## config.mk

```make
export PLATFORM = sky130hd
export DESIGN_NAME = wcm_wake_ctl
export DESIGN_NICKNAME = d
export VERILOG_FILES = /design/src/core/wcm_wake_ctl.v
export VERILOG_INCLUDE_DIRS = /design/src /design/src/pkg
export SDC_FILE = /design/constraint.sdc
export NUM_CORES = 1
export LEC_CHECK = 0
export ABC_AREA = 1
export BUFFER_PORTS_ARGS = -buffer_cell sky130_fd_sc_hd__buf_2
export CAP_MARGIN = 20
export CORE_MARGIN = 1
export CORE_UTILIZATION = 30
export DETAILED_ROUTE_END_ITERATION = 16
export PLACE_DENSITY_LB_ADDON = 0.12
export SLEW_MARGIN = 25
export SYNTH_ARGS = -nofsm -noshare
export SYNTH_HDL_FRONTEND = slang
export SYNTH_SLANG_ARGS = --single-unit
```

## constraint.sdc

```tcl
create_clock -name aclk -period 1.9 [get_ports aclk]
set_input_delay 0.095 -clock aclk [delete_from_list [all_inputs] [get_ports aclk]]
set_output_delay 0.095 -clock aclk [all_outputs]
set_load 0.05 [all_outputs]
```

## src/pkg/wcm_consts.vh

```
// Constants for the wake control module: register offsets, field positions, reset values, timing.
// Assumes a 20 MHz bus clock and a 32768 Hz slow clock reaching the block as a synchronous input.
`ifndef WCM_CONSTS_VH
`define WCM_CONSTS_VH

// Register indices (byte address = 4 * index)
`define WCM_IDX_STD_LED      4'h0
`define WCM_IDX_MISC_CTL     4'h1
`define WCM_IDX_ADV_LED      4'h2
`define WCM_IDX_SPC_LED      4'h2
`define WCM_IDX_BLINK        4'h3
`define WCM_IDX_EVT_STS0     4'h4
`define WCM_IDX_EVT_EN0      4'h8
`define WCM_IDX_SUM_STS      4'hc
`define WCM_IDX_SUM_EN       4'hd
`define WCM_IDX_IRQ_CFG      4'he
`define WCM_IDX_SLEEP        4'hf

// LED option codes
`define WCM_OPT_ADV          2'h0
`define WCM_OPT_STD          2'h1
`define WCM_OPT_SPC          2'h2

// Reset values
`define WCM_RST_STD_LED      8'h03
`define WCM_RST_MISC_CTL     8'h02
`define WCM_RST_ADV_LED      8'h00
`define WCM_RST_SPC_LED      8'h00
`define WCM_RST_BLINK        8'h00
`define WCM_RST_IRQ_CFG      8'h00

// Field positions
`define WCM_MISC_OPT_LSB     0
`define WCM_STD_SEL_BIT      0
`define WCM_STD_BLINK_BIT    1
`define WCM_ADV_CFG_BIT      0
`define WCM_ADV_POL_BIT      1
`define WCM_ADV_MOD_LSB      2
`define WCM_SPC_SEL_BIT      0
`define WCM_SPC_S1_BIT       1
`define WCM_BLNK_GRN_LSB     0
`define WCM_BLNK_YLW_LSB     4
`define WCM_IRQ_INV_BIT      0
`define WCM_IRQ_OD_BIT       1
`define WCM_IRQ_NUM_LSB      4

// Blink field codes
`define WCM_BLK_OFF          4'h0
`define WCM_BLK_ON           4'h1
`define WCM_BLK_1HZ          4'h2
`define WCM_BLK_HALF_HZ      4'h3
`define WCM_BLK_QTR_HZ       4'h4
`define WCM_BLK_STD          4'h5

// Slow clock timing: 32768 Hz divided to a 1/8 s tick
`define WCM_SLOW_HZ          32768
`define WCM_TICK_DIV         4096
// 0.667 Hz blink = 12 ticks, on for 5 ticks (41.7 %)
`define WCM_STD_PERIOD       4'd12
`define WCM_STD_ON           4'd5

`endif

```

## src/core/wcm_wake_ctl.v

```verilog
// Wake control module: sleep-state decode, power-event interrupt merge, two-pin LED control.
// Assumes slow_clk_32k is a 32 kHz level synchronous to aclk; event inputs are synchronous levels.
`timescale 1ns/1ns
`include "wcm_consts.vh"

module wcm_wake_ctl #(
  parameter          NUM_EVT  = 32,
  parameter          IRQ_W    = 4,
  parameter [12:0]   TICK_DIV = `WCM_TICK_DIV
) (
  input  wire                 aclk,
  input  wire                 aresetn,
  input  wire [31:0]          s_axi_awaddr,
  input  wire                 s_axi_awvalid,
  output reg                  s_axi_awready,
  input  wire [31:0]          s_axi_wdata,
  input  wire [3:0]           s_axi_wstrb,
  input  wire                 s_axi_wvalid,
  output reg                  s_axi_wready,
  output reg  [1:0]           s_axi_bresp,
  output reg                  s_axi_bvalid,
  input  wire                 s_axi_bready,
  input  wire [31:0]          s_axi_araddr,
  input  wire                 s_axi_arvalid,
  output reg                  s_axi_arready,
  output reg  [31:0]          s_axi_rdata,
  output reg  [1:0]           s_axi_rresp,
  output reg                  s_axi_rvalid,
  input  wire                 s_axi_rready,
  input  wire                 sleep_s3_indication_n,
  input  wire                 sleep_s5_indication_n,
  input  wire                 main_supply_power_good,
  input  wire                 main_3v3_supply,
  input  wire                 slow_clk_32k,
  input  wire [NUM_EVT-1:0]   wake_events,
  output reg                  pm_event_interrupt_pin_o,
  output reg                  pm_event_interrupt_pin_oe,
  output reg  [(1<<IRQ_W)-1:0] irq_lines,
  output reg                  green_indicator_pin_o,
  output reg                  green_indicator_pin_oe,
  output reg                  yellow_indicator_pin_o,
  output reg                  yellow_indicator_pin_oe
);

  reg  [7:0]         standard_led_control;
  reg  [7:0]         wake_misc_control_reg;
  reg  [7:0]         advanced_led_control;
  reg  [7:0]         special_led_control;
  reg  [7:0]         led_blink_rates;
  reg  [7:0]         irq_config;
  reg  [NUM_EVT-1:0] event_status;
  reg  [NUM_EVT-1:0] event_enable;
  reg                summary_pm_status_flag;
  reg                summary_pm_enable_bit;
  reg                aw_held;
  reg                w_held;
  reg  [3:0]         aw_idx;
  reg  [31:0]        w_data;
  reg  [3:0]         w_strb;
  reg                slow_d;
  reg  [12:0]        div_cnt;
  reg  [3:0]         tick_cnt;
  reg  [3:0]         std_phase;

  wire [1:0] led_option_select = wake_misc_control_reg[`WCM_MISC_OPT_LSB+1:`WCM_MISC_OPT_LSB];
  // The illegal pair decodes as no state at all; only the special option, with its S1 bit clear, darkens LEDs for it as S5 would
  wire       in_s5 = ~sleep_s3_indication_n & ~sleep_s5_indication_n;
  wire       in_s3 = ~sleep_s3_indication_n & sleep_s5_indication_n;
  wire       in_work = sleep_s3_indication_n & sleep_s5_indication_n;
  wire       sleep_illegal = sleep_s3_indication_n & ~sleep_s5_indication_n;
  wire [1:0] sleep_code = {in_s5, in_s3};

  // Bus handshakes: each address and data beat is latched independently, then committed together
  wire       wr_fire = aw_held & w_held & ~s_axi_bvalid;
  wire [3:0] ar_idx = s_axi_araddr[5:2];
  wire       ar_fire = s_axi_arvalid & s_axi_arready;
  wire       clr_sts = wr_fire & (aw_idx[3:2] == 2'h1) & w_strb[0];
  wire       clr_sum = wr_fire & (aw_idx == `WCM_IDX_SUM_STS) & w_strb[0] & w_data[0];

  wire [NUM_EVT-1:0] sts_clr_mask;
  genvar gi;
  generate
    for (gi = 0; gi < NUM_EVT; gi = gi + 1) begin : g_evt
      assign sts_clr_mask[gi] = clr_sts & (aw_idx[1:0] == gi / 8) & w_data[gi % 8];
    end
  endgenerate

  // Event bits are sticky; a new event in the clear cycle keeps the bit set
  wire [NUM_EVT-1:0] next_event_status = (event_status & ~sts_clr_mask[NUM_EVT-1:0]) | wake_events;
  wire               pme_cause = |(event_status & event_enable);
  // The flag re-arms while an enabled cause stands, so a clear cannot lose one
  wire               next_summary = (summary_pm_status_flag & ~clr_sum) | pme_cause;
  wire               irq_active = summary_pm_status_flag & summary_pm_enable_bit;

  // Slow clock edge count gives 1/8 s ticks; 1 Hz is 8 ticks, 0.667 Hz is 12
  wire slow_rise = slow_clk_32k & ~slow_d;
  wire tick = slow_rise & (div_cnt == TICK_DIV - 13'd1);
  wire blink_1hz = ~tick_cnt[2];
  wire blink_half = ~tick_cnt[3];
  wire blink_std = (std_phase < `WCM_STD_ON);

  // One time base for every option, so switching options never restarts a blink
  always @(posedge aclk) begin
    if (!aresetn) begin
      slow_d    <= 1'b0;
      div_cnt   <= 13'h0;
      tick_cnt  <= 4'h0;
      std_phase <= 4'h0;
    end else begin
      slow_d <= slow_clk_32k;
      if (slow_rise)
        div_cnt <= (div_cnt == TICK_DIV - 13'd1) ? 13'h0 : div_cnt + 13'd1;
      if (tick) begin
        tick_cnt  <= tick_cnt + 4'd1;
        std_phase <= (std_phase == `WCM_STD_PERIOD - 4'd1) ? 4'h0 : std_phase + 4'd1;
      end
    end
  end

  // Level that a blink field asks for at this instant
  function blink_of;
    input [3:0] code;
    begin
      case (code)
        `WCM_BLK_OFF:     blink_of = 1'b0;
        `WCM_BLK_ON:      blink_of = 1'b1;
        `WCM_BLK_1HZ:     blink_of = blink_1hz;
        `WCM_BLK_HALF_HZ: blink_of = blink_half;
        `WCM_BLK_QTR_HZ:  blink_of = blink_half & blink_1hz;
        `WCM_BLK_STD:     blink_of = blink_std;
        default:          blink_of = 1'b0;
      endcase
    end
  endfunction

  reg       grn_on;
  reg       ylw_on;
  reg       next_grn_o;
  reg       next_grn_oe;
  reg       next_ylw_o;
  reg       next_ylw_oe;
  reg [1:0] adv_mode;
  reg       adv_cfg;
  reg       adv_pol;

  always @* begin
    grn_on      = 1'b0;
    ylw_on      = 1'b0;
    adv_mode    = advanced_led_control[`WCM_ADV_MOD_LSB+1:`WCM_ADV_MOD_LSB];
    adv_cfg     = advanced_led_control[`WCM_ADV_CFG_BIT];
    adv_pol     = advanced_led_control[`WCM_ADV_POL_BIT];
    next_grn_o  = 1'b0;
    next_ylw_o  = 1'b0;
    next_grn_oe = 1'b1;
    next_ylw_oe = 1'b1;
    case (led_option_select)
      `WCM_OPT_STD: begin
        if (!in_s5) begin
          // Only the selected LED may light; the other stays dark
          if (standard_led_control[`WCM_STD_SEL_BIT])
            grn_on = standard_led_control[`WCM_STD_BLINK_BIT] ? blink_std : 1'b1;
          else
            ylw_on = standard_led_control[`WCM_STD_BLINK_BIT] ? blink_std : 1'b1;
        end
      end
      `WCM_OPT_ADV: begin
        grn_on = blink_of(led_blink_rates[`WCM_BLNK_GRN_LSB+3:`WCM_BLNK_GRN_LSB]);
        ylw_on = blink_of(led_blink_rates[`WCM_BLNK_YLW_LSB+3:`WCM_BLNK_YLW_LSB]);
        // Mode overrides follow the fields, so a forced state always wins
        case (adv_mode)
          2'h1: if (!main_3v3_supply) ylw_on = blink_1hz;
          2'h2: if (in_s5) begin
            grn_on = 1'b0;
            ylw_on = 1'b0;
          end
          2'h3: if (!main_3v3_supply) begin
            grn_on = 1'b0;
            ylw_on = 1'b0;
          end
          default: ;
        endcase
      end
      `WCM_OPT_SPC: begin
        if (in_s5) begin
          grn_on = 1'b0;
        end else if (in_s3 | special_led_control[`WCM_SPC_S1_BIT]) begin
          grn_on = blink_1hz;
        end else if (!in_work) begin
          // Illegal sleep pair: keep both dark rather than guess a state
          grn_on = 1'b0;
        end else if (!main_supply_power_good) begin
          ylw_on = blink_1hz;
        end else if (special_led_control[`WCM_SPC_SEL_BIT]) begin
          grn_on = 1'b1;
        end else begin
          ylw_on = 1'b1;
        end
      end
      default: ;
    endcase
    if (led_option_select == `WCM_OPT_ADV) begin
      // Separate LEDs: polarity says which pin level is the on state
      if (adv_cfg) begin
        next_grn_oe = ~(grn_on ^ adv_pol);
        next_ylw_oe = ~(ylw_on ^ adv_pol);
      end else begin
        // Dual-colour LED: polarity 0 floats the lit colour's pin and pulls the other low; polarity 1 swaps them
        next_grn_oe = ~((grn_on & ~adv_pol) | (ylw_on & adv_pol));
        next_ylw_oe = ~((ylw_on & adv_pol) | (grn_on & ~adv_pol)) | (grn_on & ylw_on) | ~(grn_on | ylw_on);
        next_ylw_oe = (grn_on ^ ylw_on) ? ~next_grn_oe : 1'b1;
        if (!(grn_on ^ ylw_on))
          next_grn_oe = 1'b1;
      end
    end else begin
      next_grn_oe = ~grn_on;
      next_ylw_oe = ~ylw_on;
    end
  end

  // Slots of an unselected option read zero, matching the dropped writes
  reg [7:0] rd_byte;
  reg       rd_ok;
  always @* begin
    rd_byte = 8'h00;
    rd_ok   = 1'b1;
    case (ar_idx)
      `WCM_IDX_STD_LED:  rd_byte = (led_option_select == `WCM_OPT_STD) ? standard_led_control : 8'h00;
      `WCM_IDX_MISC_CTL: rd_byte = wake_misc_control_reg;
      `WCM_IDX_ADV_LED:  rd_byte = (led_option_select == `WCM_OPT_ADV) ? advanced_led_control :
                                   (led_option_select == `WCM_OPT_SPC) ? special_led_control : 8'h00;
      `WCM_IDX_BLINK:    rd_byte = (led_option_select == `WCM_OPT_ADV) ? led_blink_rates : 8'h00;
      4'h4, 4'h5, 4'h6, 4'h7: rd_byte = event_status[ar_idx[1:0]*8 +: 8];
      4'h8, 4'h9, 4'ha, 4'hb: rd_byte = event_enable[ar_idx[1:0]*8 +: 8];
      `WCM_IDX_SUM_STS:  rd_byte = {7'h00, summary_pm_status_flag};
      `WCM_IDX_SUM_EN:   rd_byte = {7'h00, summary_pm_enable_bit};
      `WCM_IDX_IRQ_CFG:  rd_byte = irq_config;
      `WCM_IDX_SLEEP:    rd_byte = {5'h00, sleep_illegal, sleep_code};
      default:           rd_ok = 1'b0;
    endcase
    // Refused above the map even where the low bits alias a register
    if (s_axi_araddr[31:6] != 26'h0)
      rd_ok = 1'b0;
  end

  // The sleep decode is read-only; a write to it is refused
  wire wr_ok = (aw_idx != `WCM_IDX_SLEEP);
  wire [7:0] wb = w_data[7:0];

  always @(posedge aclk) begin
    if (!aresetn) begin
      s_axi_awready <= 1'b0;
      s_axi_wready  <= 1'b0;
      s_axi_bvalid  <= 1'b0;
      s_axi_bresp   <= 2'h0;
      s_axi_arready <= 1'b0;
      s_axi_rvalid  <= 1'b0;
      s_axi_rresp   <= 2'h0;
      s_axi_rdata   <= 32'h0;
      aw_held <= 1'b0;
      w_held  <= 1'b0;
      aw_idx  <= 4'h0;
      w_data  <= 32'h0;
      w_strb  <= 4'h0;
      standard_led_control  <= `WCM_RST_STD_LED;
      wake_misc_control_reg <= `WCM_RST_MISC_CTL;
      advanced_led_control  <= `WCM_RST_ADV_LED;
      special_led_control   <= `WCM_RST_SPC_LED;
      led_blink_rates       <= `WCM_RST_BLINK;
      irq_config            <= `WCM_RST_IRQ_CFG;
      event_status          <= {NUM_EVT{1'b0}};
      event_enable          <= {NUM_EVT{1'b0}};
      summary_pm_status_flag <= 1'b0;
      summary_pm_enable_bit  <= 1'b0;
      pm_event_interrupt_pin_o  <= 1'b0;
      pm_event_interrupt_pin_oe <= 1'b0;
      irq_lines <= {(1<<IRQ_W){1'b0}};
      green_indicator_pin_o   <= 1'b0;
      green_indicator_pin_oe  <= 1'b1;
      yellow_indicator_pin_o  <= 1'b0;
      yellow_indicator_pin_oe <= 1'b1;
    end else begin
      s_axi_awready <= ~aw_held & ~s_axi_awready & s_axi_awvalid;
      s_axi_wready  <= ~w_held & ~s_axi_wready & s_axi_wvalid;
      if (s_axi_awvalid & s_axi_awready) begin
        aw_held <= 1'b1;
        aw_idx  <= s_axi_awaddr[5:2];
      end
      if (s_axi_wvalid & s_axi_wready) begin
        w_held <= 1'b1;
        w_data <= s_axi_wdata;
        w_strb <= s_axi_wstrb;
      end
      if (wr_fire) begin
        aw_held      <= 1'b0;
        w_held       <= 1'b0;
        s_axi_bvalid <= 1'b1;
        s_axi_bresp  <= wr_ok ? 2'h0 : 2'h2;
        if (w_strb[0] & wr_ok) begin
          // A write to a slot of an unselected option is dropped
          case (aw_idx)
            `WCM_IDX_STD_LED: if (led_option_select == `WCM_OPT_STD)
              standard_led_control <= {6'h00, wb[1:0]};
            `WCM_IDX_MISC_CTL: wake_misc_control_reg <= {6'h00, wb[1:0]};
            `WCM_IDX_ADV_LED: begin
              if (led_option_select == `WCM_OPT_ADV)
                advanced_led_control <= {4'h0, wb[3:0]};
              if (led_option_select == `WCM_OPT_SPC)
                special_led_control <= {6'h00, wb[1:0]};
            end
            `WCM_IDX_BLINK: if (led_option_select == `WCM_OPT_ADV)
              led_blink_rates <= wb;
            `WCM_IDX_SUM_EN:  summary_pm_enable_bit <= wb[0];
            `WCM_IDX_IRQ_CFG: irq_config <= wb;
            default: ;
          endcase
        end
        // Enable bytes take every write, whatever the LED option
        if ((aw_idx[3:2] == 2'h2) & w_strb[0])
          event_enable[aw_idx[1:0]*8 +: 8] <= wb;
      end else if (s_axi_bvalid & s_axi_bready) begin
        s_axi_bvalid <= 1'b0;
      end
      // Ready pulses one cycle, never while a read answer is pending
      s_axi_arready <= ~s_axi_arready & ~s_axi_rvalid & s_axi_arvalid;
      if (ar_fire) begin
        s_axi_rvalid <= 1'b1;
        s_axi_rdata  <= rd_ok ? {24'h0, rd_byte} : 32'h0;
        s_axi_rresp  <= rd_ok ? 2'h0 : 2'h2;
      end else if (s_axi_rvalid & s_axi_rready) begin
        s_axi_rvalid <= 1'b0;
      end
      event_status           <= next_event_status;
      summary_pm_status_flag <= next_summary;
      // Inverted polarity: open-drain floats when asserted, push-pull drives high
      if (irq_config[`WCM_IRQ_OD_BIT]) begin
        pm_event_interrupt_pin_o  <= 1'b0;
        pm_event_interrupt_pin_oe <= irq_active ^ irq_config[`WCM_IRQ_INV_BIT];
      end else begin
        pm_event_interrupt_pin_o  <= ~(irq_active ^ irq_config[`WCM_IRQ_INV_BIT]);
        pm_event_interrupt_pin_oe <= 1'b1;
      end
      irq_lines <= {(1<<IRQ_W){1'b0}};
      irq_lines[irq_config[`WCM_IRQ_NUM_LSB +: IRQ_W]] <= irq_active;
      green_indicator_pin_o   <= next_grn_o;
      green_indicator_pin_oe  <= next_grn_oe;
      yellow_indicator_pin_o  <= next_ylw_o;
      yellow_indicator_pin_oe <= next_ylw_oe;
    end
  end

endmodule // wcm_wake_ctl

```

=== Word-level counts from Yosys, hierarchy flattened ===
Index checks and enable logic that the tools add are counted.

* Register bits after elaboration: 190
* Input port bits: 144
* Output and inout port bits: 63
* Word-level logic and storage cells: 258

* $add $sub $neg: 4
* Order comparisons: 3
* Eq/ne operators: 44
* Shift-type cells: 4
* Muxes and demuxes: 50
* Bitwise logic cells: 100
* Reduce and logical (&&, ||, !) cells: 21

{| class="wikitable"
|+ Operators with widths
! cell !! count
|-
| $pmux 8 s10 || 1
|-
| $and 1x1->1 || 67
|-
| $and 32x32->32 || 2
|-
| $shiftx 32x6->8 || 2
|-
| $eq 4x4->1 const B || 12
|-
| $neg 5->34 || 1
|-
| $shift 8x34->32 const A || 1
|-
| $shiftx 8x34->32 || 1
|-
| $bwmux 32 || 1
|-
| $eq 4x2->1 const B || 8
|-
| $eq 4x3->1 const B || 8
|-
| $mux 1 || 32
|-
| $not 32->32 || 1
|-
| $or 32x32->32 || 1
|-
| $reduce_or 32->1 || 1
|-
| $reduce_bool 26->1 || 1
|-
| $not 1->1 || 21
|-
| $and 16x16->16 || 1
|-
| $eq 4x1->1 const B || 4
|-
| $mux 8 || 2
|-
| $reduce_and 4->1 || 4
|-
| $add 13x1->13 const B || 1
|-
| $eq 13x12->1 const B || 1
|-
| $mux 13 || 1
|-
| 23 further kinds || 51
|}

=== Longest topological paths before layout ===
Gate-level depths: netlist of run 1.

* Depth after elaboration: 12
* Mapped depth: 17
* Gate-level depth less buffers: 17

=== Worst setup path before layout of run 1 ===
Ideal clock, no wire load.

* Path kind: reg-to-reg
* From: register aw_idx[0]
* To: register event_enable[2]
* Library setup time: 0.070 ns
* Arrival time: 1.851 ns
* Required time: 1.830 ns
* Slack: -0.021 ns
* Cell stages (with the launch flop): 11
* Path buffers: 1
* Period minus slack after synthesis: 1.921 ns
* Cells stage by stage: dfxtp_1 -> clkbuf_1 -> inv_1 -> ha_1 -> nor2_1 -> inv_1 -> nor2_1 -> inv_1 -> nor2_1 -> o21ai_0 -> a21oi_1

* Cells in the longest elaborated chain, start to end: 3
* Elaborated cells on any way between the ends: 4
* Classes of those cells: 1 x add/sub; 2 x shift; 1 x mux

{| class="wikitable"
|+ RTL lines
! element !! RTL line !! RTL
|-
| start: declaration || wcm_wake_ctl.v:57 || <nowiki>reg [3:0] aw_idx;</nowiki>
|-
| start signal: assignment || wcm_wake_ctl.v:286 || <nowiki>aw_idx <= s_axi_awaddr[5:2];</nowiki>
|-
| $neg 5->34 (*) || wcm_wake_ctl.v:319 || <nowiki>event_enable[aw_idx[1:0]*8 +: 8] <= wb;</nowiki>
|-
| $shiftx 8x34->32 or $shift 8x34->32 (tied branches) || wcm_wake_ctl.v:319 ||
|-
| $bwmux 32 (*) || wcm_wake_ctl.v:319 ||
|-
| end signal: assignment || wcm_wake_ctl.v:271 || <nowiki>event_enable <= {NUM_EVT{1'b0}};</nowiki>
|-
| end signal: indexed assignment || wcm_wake_ctl.v:319 ||
|-
| end: declaration || wcm_wake_ctl.v:52 || <nowiki>reg [NUM_EVT-1:0] event_enable;</nowiki>
|}

Every way passes the cells marked *; elsewhere a longest branch is shown, timed or not.
A chain may end at the register's enable or synchronous reset.

=== Final worst setup path of run 1 ===
* From: register aw_idx[0]
* To: register irq_config[5]

* Cells in the longest elaborated chain, start to end: 3
* Elaborated cells on any way between the ends: 4
* Classes of those cells: 2 x eq/ne; 1 x bitwise; 1 x reduce/logical

{| class="wikitable"
|+ RTL lines
! element !! RTL line !! RTL
|-
| $ne 4x4->1 (no source line) || -- ||
|-
| $and 1x1->1 || wcm_wake_ctl.v:298 || <nowiki>if (w_strb[0] & wr_ok) begin</nowiki>
|-
| $reduce_and 3->1 (no source line) (*) || -- ||
|-
| end signal: assignment || wcm_wake_ctl.v:269 || <nowiki>irq_config <= `WCM_RST_IRQ_CFG;</nowiki>
|-
| end signal: assignment || wcm_wake_ctl.v:313 || <nowiki>`WCM_IDX_IRQ_CFG: irq_config <= wb;</nowiki>
|-
| end: declaration || wcm_wake_ctl.v:50 || <nowiki>reg [7:0] irq_config;</nowiki>
|}

Marks and branches as above.

==> results of run 1 <==
-- placed cells by master, fill, tap and decap left out, types with 4 or more instances in the layout --
| master | n |
|---|---|
| nor4_1 | 5 |
| clkbuf_16 | 17 |
| a22oi_1 | 4 |
| buf_2 | 121 |
| inv_2 | 4 |
| a21oi_1 | 150 |
| conb_1 | 28 |
| nand2_1 | 169 |
| nor2_2 | 4 |
| o211ai_1 | 9 |
| nand4_1 | 9 |
| o22ai_1 | 9 |
| or3_1 | 4 |
| a221oi_1 | 7 |
| o221ai_1 | 4 |
| nor3_1 | 22 |
| dfxtp_1 | 162 |
| dlygate4sd3_1 | 51 |
| nand3_1 | 46 |
| nor2_1 | 85 |
| ha_1 | 12 |
| inv_6 | 4 |
| inv_1 | 147 |
| or2_2 | 4 |
| clkinv_1 | 4 |
| a211oi_1 | 5 |
| o21ai_0 | 124 |
| buf_4 | 48 |
-- area by class of cell --
class / count / share of cell area [%]
Clock buffer: 18 / 4.252
Clock inverter: 14 / 1.649
Inverter: 155 / 5.764
Multi-Input combinational cell: 736 / 36.67
Sequential cell: 164 / 32.55
Tap cell: 330 / 4.091
Timing Repair Buffer: 222 / 15.02
-- worst max path at each step --
| stage | from | slack [ns] | end |
|---|---|---|---|
| after floorplan | aw_idx[0]$_SDFFE_PN0P_ | 0.02 | irq_config[5]$_SDFFE_PN0P_ |
| after global placement | div_cnt[1]$_SDFFE_PN0P_ | 0.05 | div_cnt[5]$_SDFFE_PN0P_ |
| after detailed placement | div_cnt[1]$_SDFFE_PN0P_ | 0.02 | div_cnt[5]$_SDFFE_PN0P_ |
| after CTS | std_phase[0]$_SDFFE_PN0P_ | 0.05 | yellow_indicator_pin_oe$_SDFF_PN1_ |
| after global routing | aw_idx[0]$_SDFFE_PN0P_ | -0.05 | irq_config[4]$_SDFFE_PN0P_ |
| final | aw_idx[0]$_SDFFE_PN0P_ | 0.17 | irq_config[5]$_SDFFE_PN0P_ |
-- stage by stage --
stage	cells	TNS (ns)	setup WS [ns]	utilization, %
3_5_place_dp	1555	0	0.01685	35.26
3_3_place_gp	1555	0	0.05070	35.26
4_1_cts	1638	0	0.05042	39.65
2_1_floorplan	1119	0	0.01778	-
6_report	1639	0	0.1721	39.85
5_1_grt	1639	-0.1300	-0.04675	39.85
-- power by group through the flow --
stage / sequential, mW / combinational [mW] / clock [mW]
6_report: 3.58 / 0.903 / 3.58
5_1_grt: 3.59 / 0.997 / 3.80
4_1_cts: 3.58 / 0.903 / 3.64
3_5_place_dp: 3.66 / 0.822 / 0
3_3_place_gp: 3.66 / 0.819 / 0
2_1_floorplan: 3.67 / 0.519 / 0
-- worst max-delay path: stages, from the launching register on --
cell and delay (ns):
dfxtp_1 0.31, inv_1 0.15, ha_1 0.28, inv_1 0.13, nor4_2 0.29, buf_4 0.24, buf_4 0.14, a21oi_1 0.05
-- logic make-up after synthesis --
kind of cell | Yosys count
flip-flops | 164
buffers and inverters | 219
XOR/XNOR | 5
adder cells (fa/ha/maj) | 13
other | 1
AO/OA/AOI/OAI | 323
AND/OR/NAND/NOR | 367
-- per-layer routing --
| metal | wire length, um | global-route usage, % | vias to the layer above |
|---|---|---|---|
| met3 | 1542 | 3.209 | 30 |
| li1 | - | - | 3990 |
| met4 | 344 | 5.395 | 0 |
| met1 | 13340 | 29.88 | 3522 |
| met2 | 10740 | 29.44 | 246 |
| met5 | 0 | 0 | - |
-- timing repair --
action / 4_1_cts / 5_1_grt
endpoints found under the hold margin: 51 / 0
hold buffers: 51 / 0
pin swaps: 0 / 1
setup buffers: 0 / 1
endpoints found under the setup margin: 3 / 28
resized for setup: 1 / 14
==> impl_metrics.ini, run 1 <==
[drt]
wire_per_inst_um = 15.84
routed_via_density = 4.752
drc = 0
routed_wl_mm = 25.97
drtPass1Iterations = 6
drt_iter0_drc = 594
num_vias = 7788
antenna_left = 0

[timing]
finalHoldViolations = 0
rsz0062_at_grt = yes
fin_crit_sh_pct = 90.94
slew_headroom_pct = 59.67
fin_skew_ns = 0.009392
tightest_slew_ns = 0.6028
clock.fmax_mhz = 578.7
setup_viol = 0
maxSlewViolCount = 0
holdWs_ns = 0.09781
fin_crit_ns = 1.728

[pwr]
comb_power_share_pct = 11.2
power.density_nw_per_um2 = 799.2
p_seq_share_pct = 44.4
p_int_mw = 5.818
total_leakage_power_nw = 4.273
vdd_drop_max_mv = 0.4254
total_power_mw = 8.066
sw_frac_of_total_pct = 27.87
pwr-share-clk_pct = 44.4
p_sw_mw = 2.248

[setup_path]
critPathArrivalTime_ns = 2.03
path_class = flop to flop
r2r-end = irq_config[5]$_SDFFE_PN0P_
ff2ff_path_depth = 7
ff2ff_setup_slack_ns = 0.17
setup.worst_path.end_class = flop
start_kind = flop
crit_fanout = 15
r2r_start = aw_idx[0]$_SDFFE_PN0P_
critPathRequiredTime_ns = 2.20

[synth]
async_flop_share_pct = 0
yosys-top-cells-count = nand2_1, dfxtp_1, a21oi_1, inv_1, o21ai_0
ys_types = 46
synth_top_family_by_area = compound AO/OA/AOI/OAI gates
synthXorXnorAreaFrac_pct = 0.5633
seq_area_frac_synth_pct = 42.23
post-synth-top-count-cell = nand2_1
synthTopCellsByArea = dfxtp_1, a21oi_1, nand2_1
synth_adder_area_share_pct = 2.092
synth_edf_count = 0
synth_simple_gate_area_share_pct = 20.60
syn_avg_cell_area_um2 = 7.119
synthCells = 1092
synth.ff_latch_count = 164
synth_top_cell_by_area = dfxtp_1
synth_area_um2 = 7774
synth_flop_cell = dfxtp_1
synth-compound-area-share_pct = 22.39
synth_mux_area_share_pct = 0
synth_top_area_share_pct = 42.23
yosysWarnings = 0

[cells_and_area]
layout-drive-gt1-share_pct = 17.57
final_nets = 1453
antennaDiodeCount = 0
syn_to_final_growth_pct = 29.84
reg_top3 = event_enable x32, event_status x32, irq_lines x16
multiInputGateArea_um2 = 3701
fillers = 2724
fin_area_um2 = 10090
seq_area_um2 = 3286

[die]
io_pins = 207
die_h_um = 163.0
core_region_area_um2 = 25330
start_util_pct = 30.69
rows = 58
fp.dieW_um = 163.0
die_area_um2 = 26560

[global_routing]
grt_max_degree = 49
grt.total_usage_pct = 20.05
grt_antenna_before_repair = 0
grt_pass1_vias = 7012
grt.overflow.total = 0
grt_pass1_wl_mm = 40.16

[clock_network]
path_clk_slew_ns = 0.07
cts_root_buffer = clkbuf_16
cts_max_path_buffers = 2
clk_latency_ns = 0.43
cts-buffers-inserted = 17
htreeDepth = 4
cts_tree = yes
cts_sinks = 164

[run]
maxCapViolations = 0

[placed_design]
portBuffers = 121
routabilityCongestion = 0.9346
dpl.hpwl_mm = 19.42
place_area_um2 = 8930

[min_path]
hold_path_class = primary input to flop
whs_endpoint = div_cnt[4]$_SDFFE_PN0P_
holdPathStages = 3
worstHoldStart = aresetn

[status]
outcome = completed
(Power assumes the default switching activity.)
==> run 2, diff against run 1 <==
- CORE_UTILIZATION: 30 -> 40
==> run 2 against run 1 <==
Count of clock-buffer cells in the layout grew 1. Sequential power is essentially flat. Core utilization is 13 points higher. Clock skew fell by 0.00076 ns. Sequential share of layout area is 0.24 points higher. Non-clock buffer count fell by 5. Clock power grew 5%. Power up 1.9%. Die area shrank 25%. Routed wire length fell by 8.1%. Design area down 0.79%. Highest routed layer unchanged.
==> impl_metrics.ini, run 2 (synthesis gave the netlist of run 1 again) <==
[status]
outcome = completed

[cells_and_area]
reg_top3 = event_enable x32, event_status x32, irq_lines x16
layout-drive-gt1-share_pct = 17.02
syn_to_final_growth_pct = 28.81
final_nets = 1448
layout_common_cells = nand2_1, dfxtp_1, a21oi_1
mostFrequentLayoutCell = nand2_1

[pwr]
sw_frac_of_total_pct = 25.85
p_seq_share_pct = 43.6
vdd_drop_max_mv = 0.6338
total_power_mw = 8.219
total_leakage_power_nw = 4.285
pwr-share-clk_pct = 45.6
p_sw_mw = 2.125
comb_power_share_pct = 10.8
power.density_nw_per_um2 = 820.8
p_int_mw = 6.094

[die]
core_region_area_um2 = 18890
fp.dieW_um = 141.4
die_area_um2 = 20000
start_util_pct = 41.15
rows = 50
io_pins = 207
die_h_um = 141.4

[placed_design]
portBuffers = 121
dpl.hpwl_mm = 17.40
routabilityCongestion = 0.8959

[setup_path]
start_kind = flop
r2r_start = aw_idx[1]$_SDFFE_PN0P_
crit_fanout = 6
setup.worst_path.end_class = flop
ff2ff_setup_slack_ns = 0.03
critPathArrivalTime_ns = 2.23
path_class = flop to flop
critPathLaunch = aw_idx[1]$_SDFFE_PN0P_
ff2ff_path_depth = 6
crit_end = event_enable[29]$_SDFFE_PN0P_
r2r-end = event_enable[29]$_SDFFE_PN0P_
critPathRequiredTime_ns = 2.26

[drt]
num_vias = 7767
routed_via_density = 4.963
drt_iter0_drc = 561
drtPass1Iterations = 5
routed_wl_mm = 23.86
wire_per_inst_um = 15.25
antenna_left = 0
drc = 0

[min_path]
hold_path_class = primary input to flop
worstHoldStart = aresetn

[clock_network]
path_clk_slew_ns = 0.07
cts_sinks = 164
clk_latency_ns = 0.44
htreeDepth = 4
cts_root_buffer = clkbuf_16
cts_max_path_buffers = 2
cts_tree = yes
cts-buffers-inserted = 17

[global_routing]
grt.total_usage_pct = 24.33
grt_max_degree = 73
grt.overflow.total = 0
grt_antenna_before_repair = 0
grt_pass1_vias = 6965
grt_pass1_wl_mm = 37.16

[timing]
finalHoldViolations = 0
tightest_slew_ns = 0.7087
fin_crit_ns = 1.865
setup_viol = 0
fin_skew_ns = 0.008634
rsz0062_at_grt = yes
fin_crit_sh_pct = 98.17
clock.fmax_mhz = 536.1
slew_headroom_pct = 52.75
tns_ns = 0
maxSlewViolCount = 0

[run]
maxCapViolations = 0
[run 2: how the worst min path moves through the flow]
| stage | depth (start not counted) | endpoint | slack, ns |
|---|---|---|---|
| after floorplan | 2 | slow_d$_SDFF_PN0_ | 0.19 |
| after global placement | 3 | slow_d$_SDFF_PN0_ | 0.29 |
| after detailed placement | 3 | slow_d$_SDFF_PN0_ | 0.29 |
| after CTS | 3 | div_cnt[10]$_SDFFE_PN0P_ | 0.13 |
| after global routing | 3 | div_cnt[8]$_SDFFE_PN0P_ | 0.17 |
| final | 3 | div_cnt[10]$_SDFFE_PN0P_ | 0.13 |
[run 2: area by class of cell]
cell class / instances / area (um2)
Clock buffer: 19 / 442.9
Clock inverter: 13 / 197.7
Timing Repair Buffer: 217 / 1479
Multi-Input combinational cell: 736 / 3701
Tap cell: 260 / 325.3
Sequential cell: 164 / 3283
Fill cell: 1921 / 8880
Antenna cell: 1 / 2.502
Inverter: 155 / 581.8
[run 2: power by group through the flow]
stage	clock network (mW)	logic, mW	registers (mW)
final	3.75	0.890	3.58
after CTS	3.81	0.878	3.58
after detailed placement	0	0.797	3.66
after floorplan	0	0.519	3.67
after global placement	0	0.794	3.66
after global routing	3.95	0.977	3.59
[run 2: repair_timing]
item	in CTS	in global routing
gates resized for setup	0	13
setup buffers	0	0
endpoints found under the hold margin	51	0
setup endpoints to repair	0	25
hold buffers	51	0
[run 2: critical path, cell delays in order, from the launching register on]
cell and delay [ns]:
dfxtp_1 0.38, inv_1 0.12, ha_1 0.35, buf_4 0.18
nor4_1 0.45, o21ai_0 0.16, a21oi_1 0.16
[run 2: metal layers]
layer | vias to the layer above | GRT usage, % | wire length, um
met5 | - | 0 | 0
met4 | 0 | 9.451 | 605
met3 | 39 | 5.670 | 1755
met2 | 293 | 35.59 | 9731
met1 | 3455 | 34.43 | 11770
li1 | 3980 | - | -
[run 2: per-stage QoR]
step | cell area [um2] | hold WS (ns) | util (%) | std cells | setup slack (ns)
2_1_floorplan | 7876 | 0.1885 | - | 1119 | 0.01778
4_1_cts | 9963 | 0.1266 | 52.74 | 1564 | 0.04299
5_1_grt | 10010 | 0.1690 | 52.99 | 1564 | -0.07129
3_5_place_dp | 8812 | 0.2934 | 46.64 | 1481 | 0.05703
3_3_place_gp | 8812 | 0.2889 | 46.64 | 1481 | 0.05794
6_report | 10010 | 0.1305 | 53.00 | 1565 | 0.03472
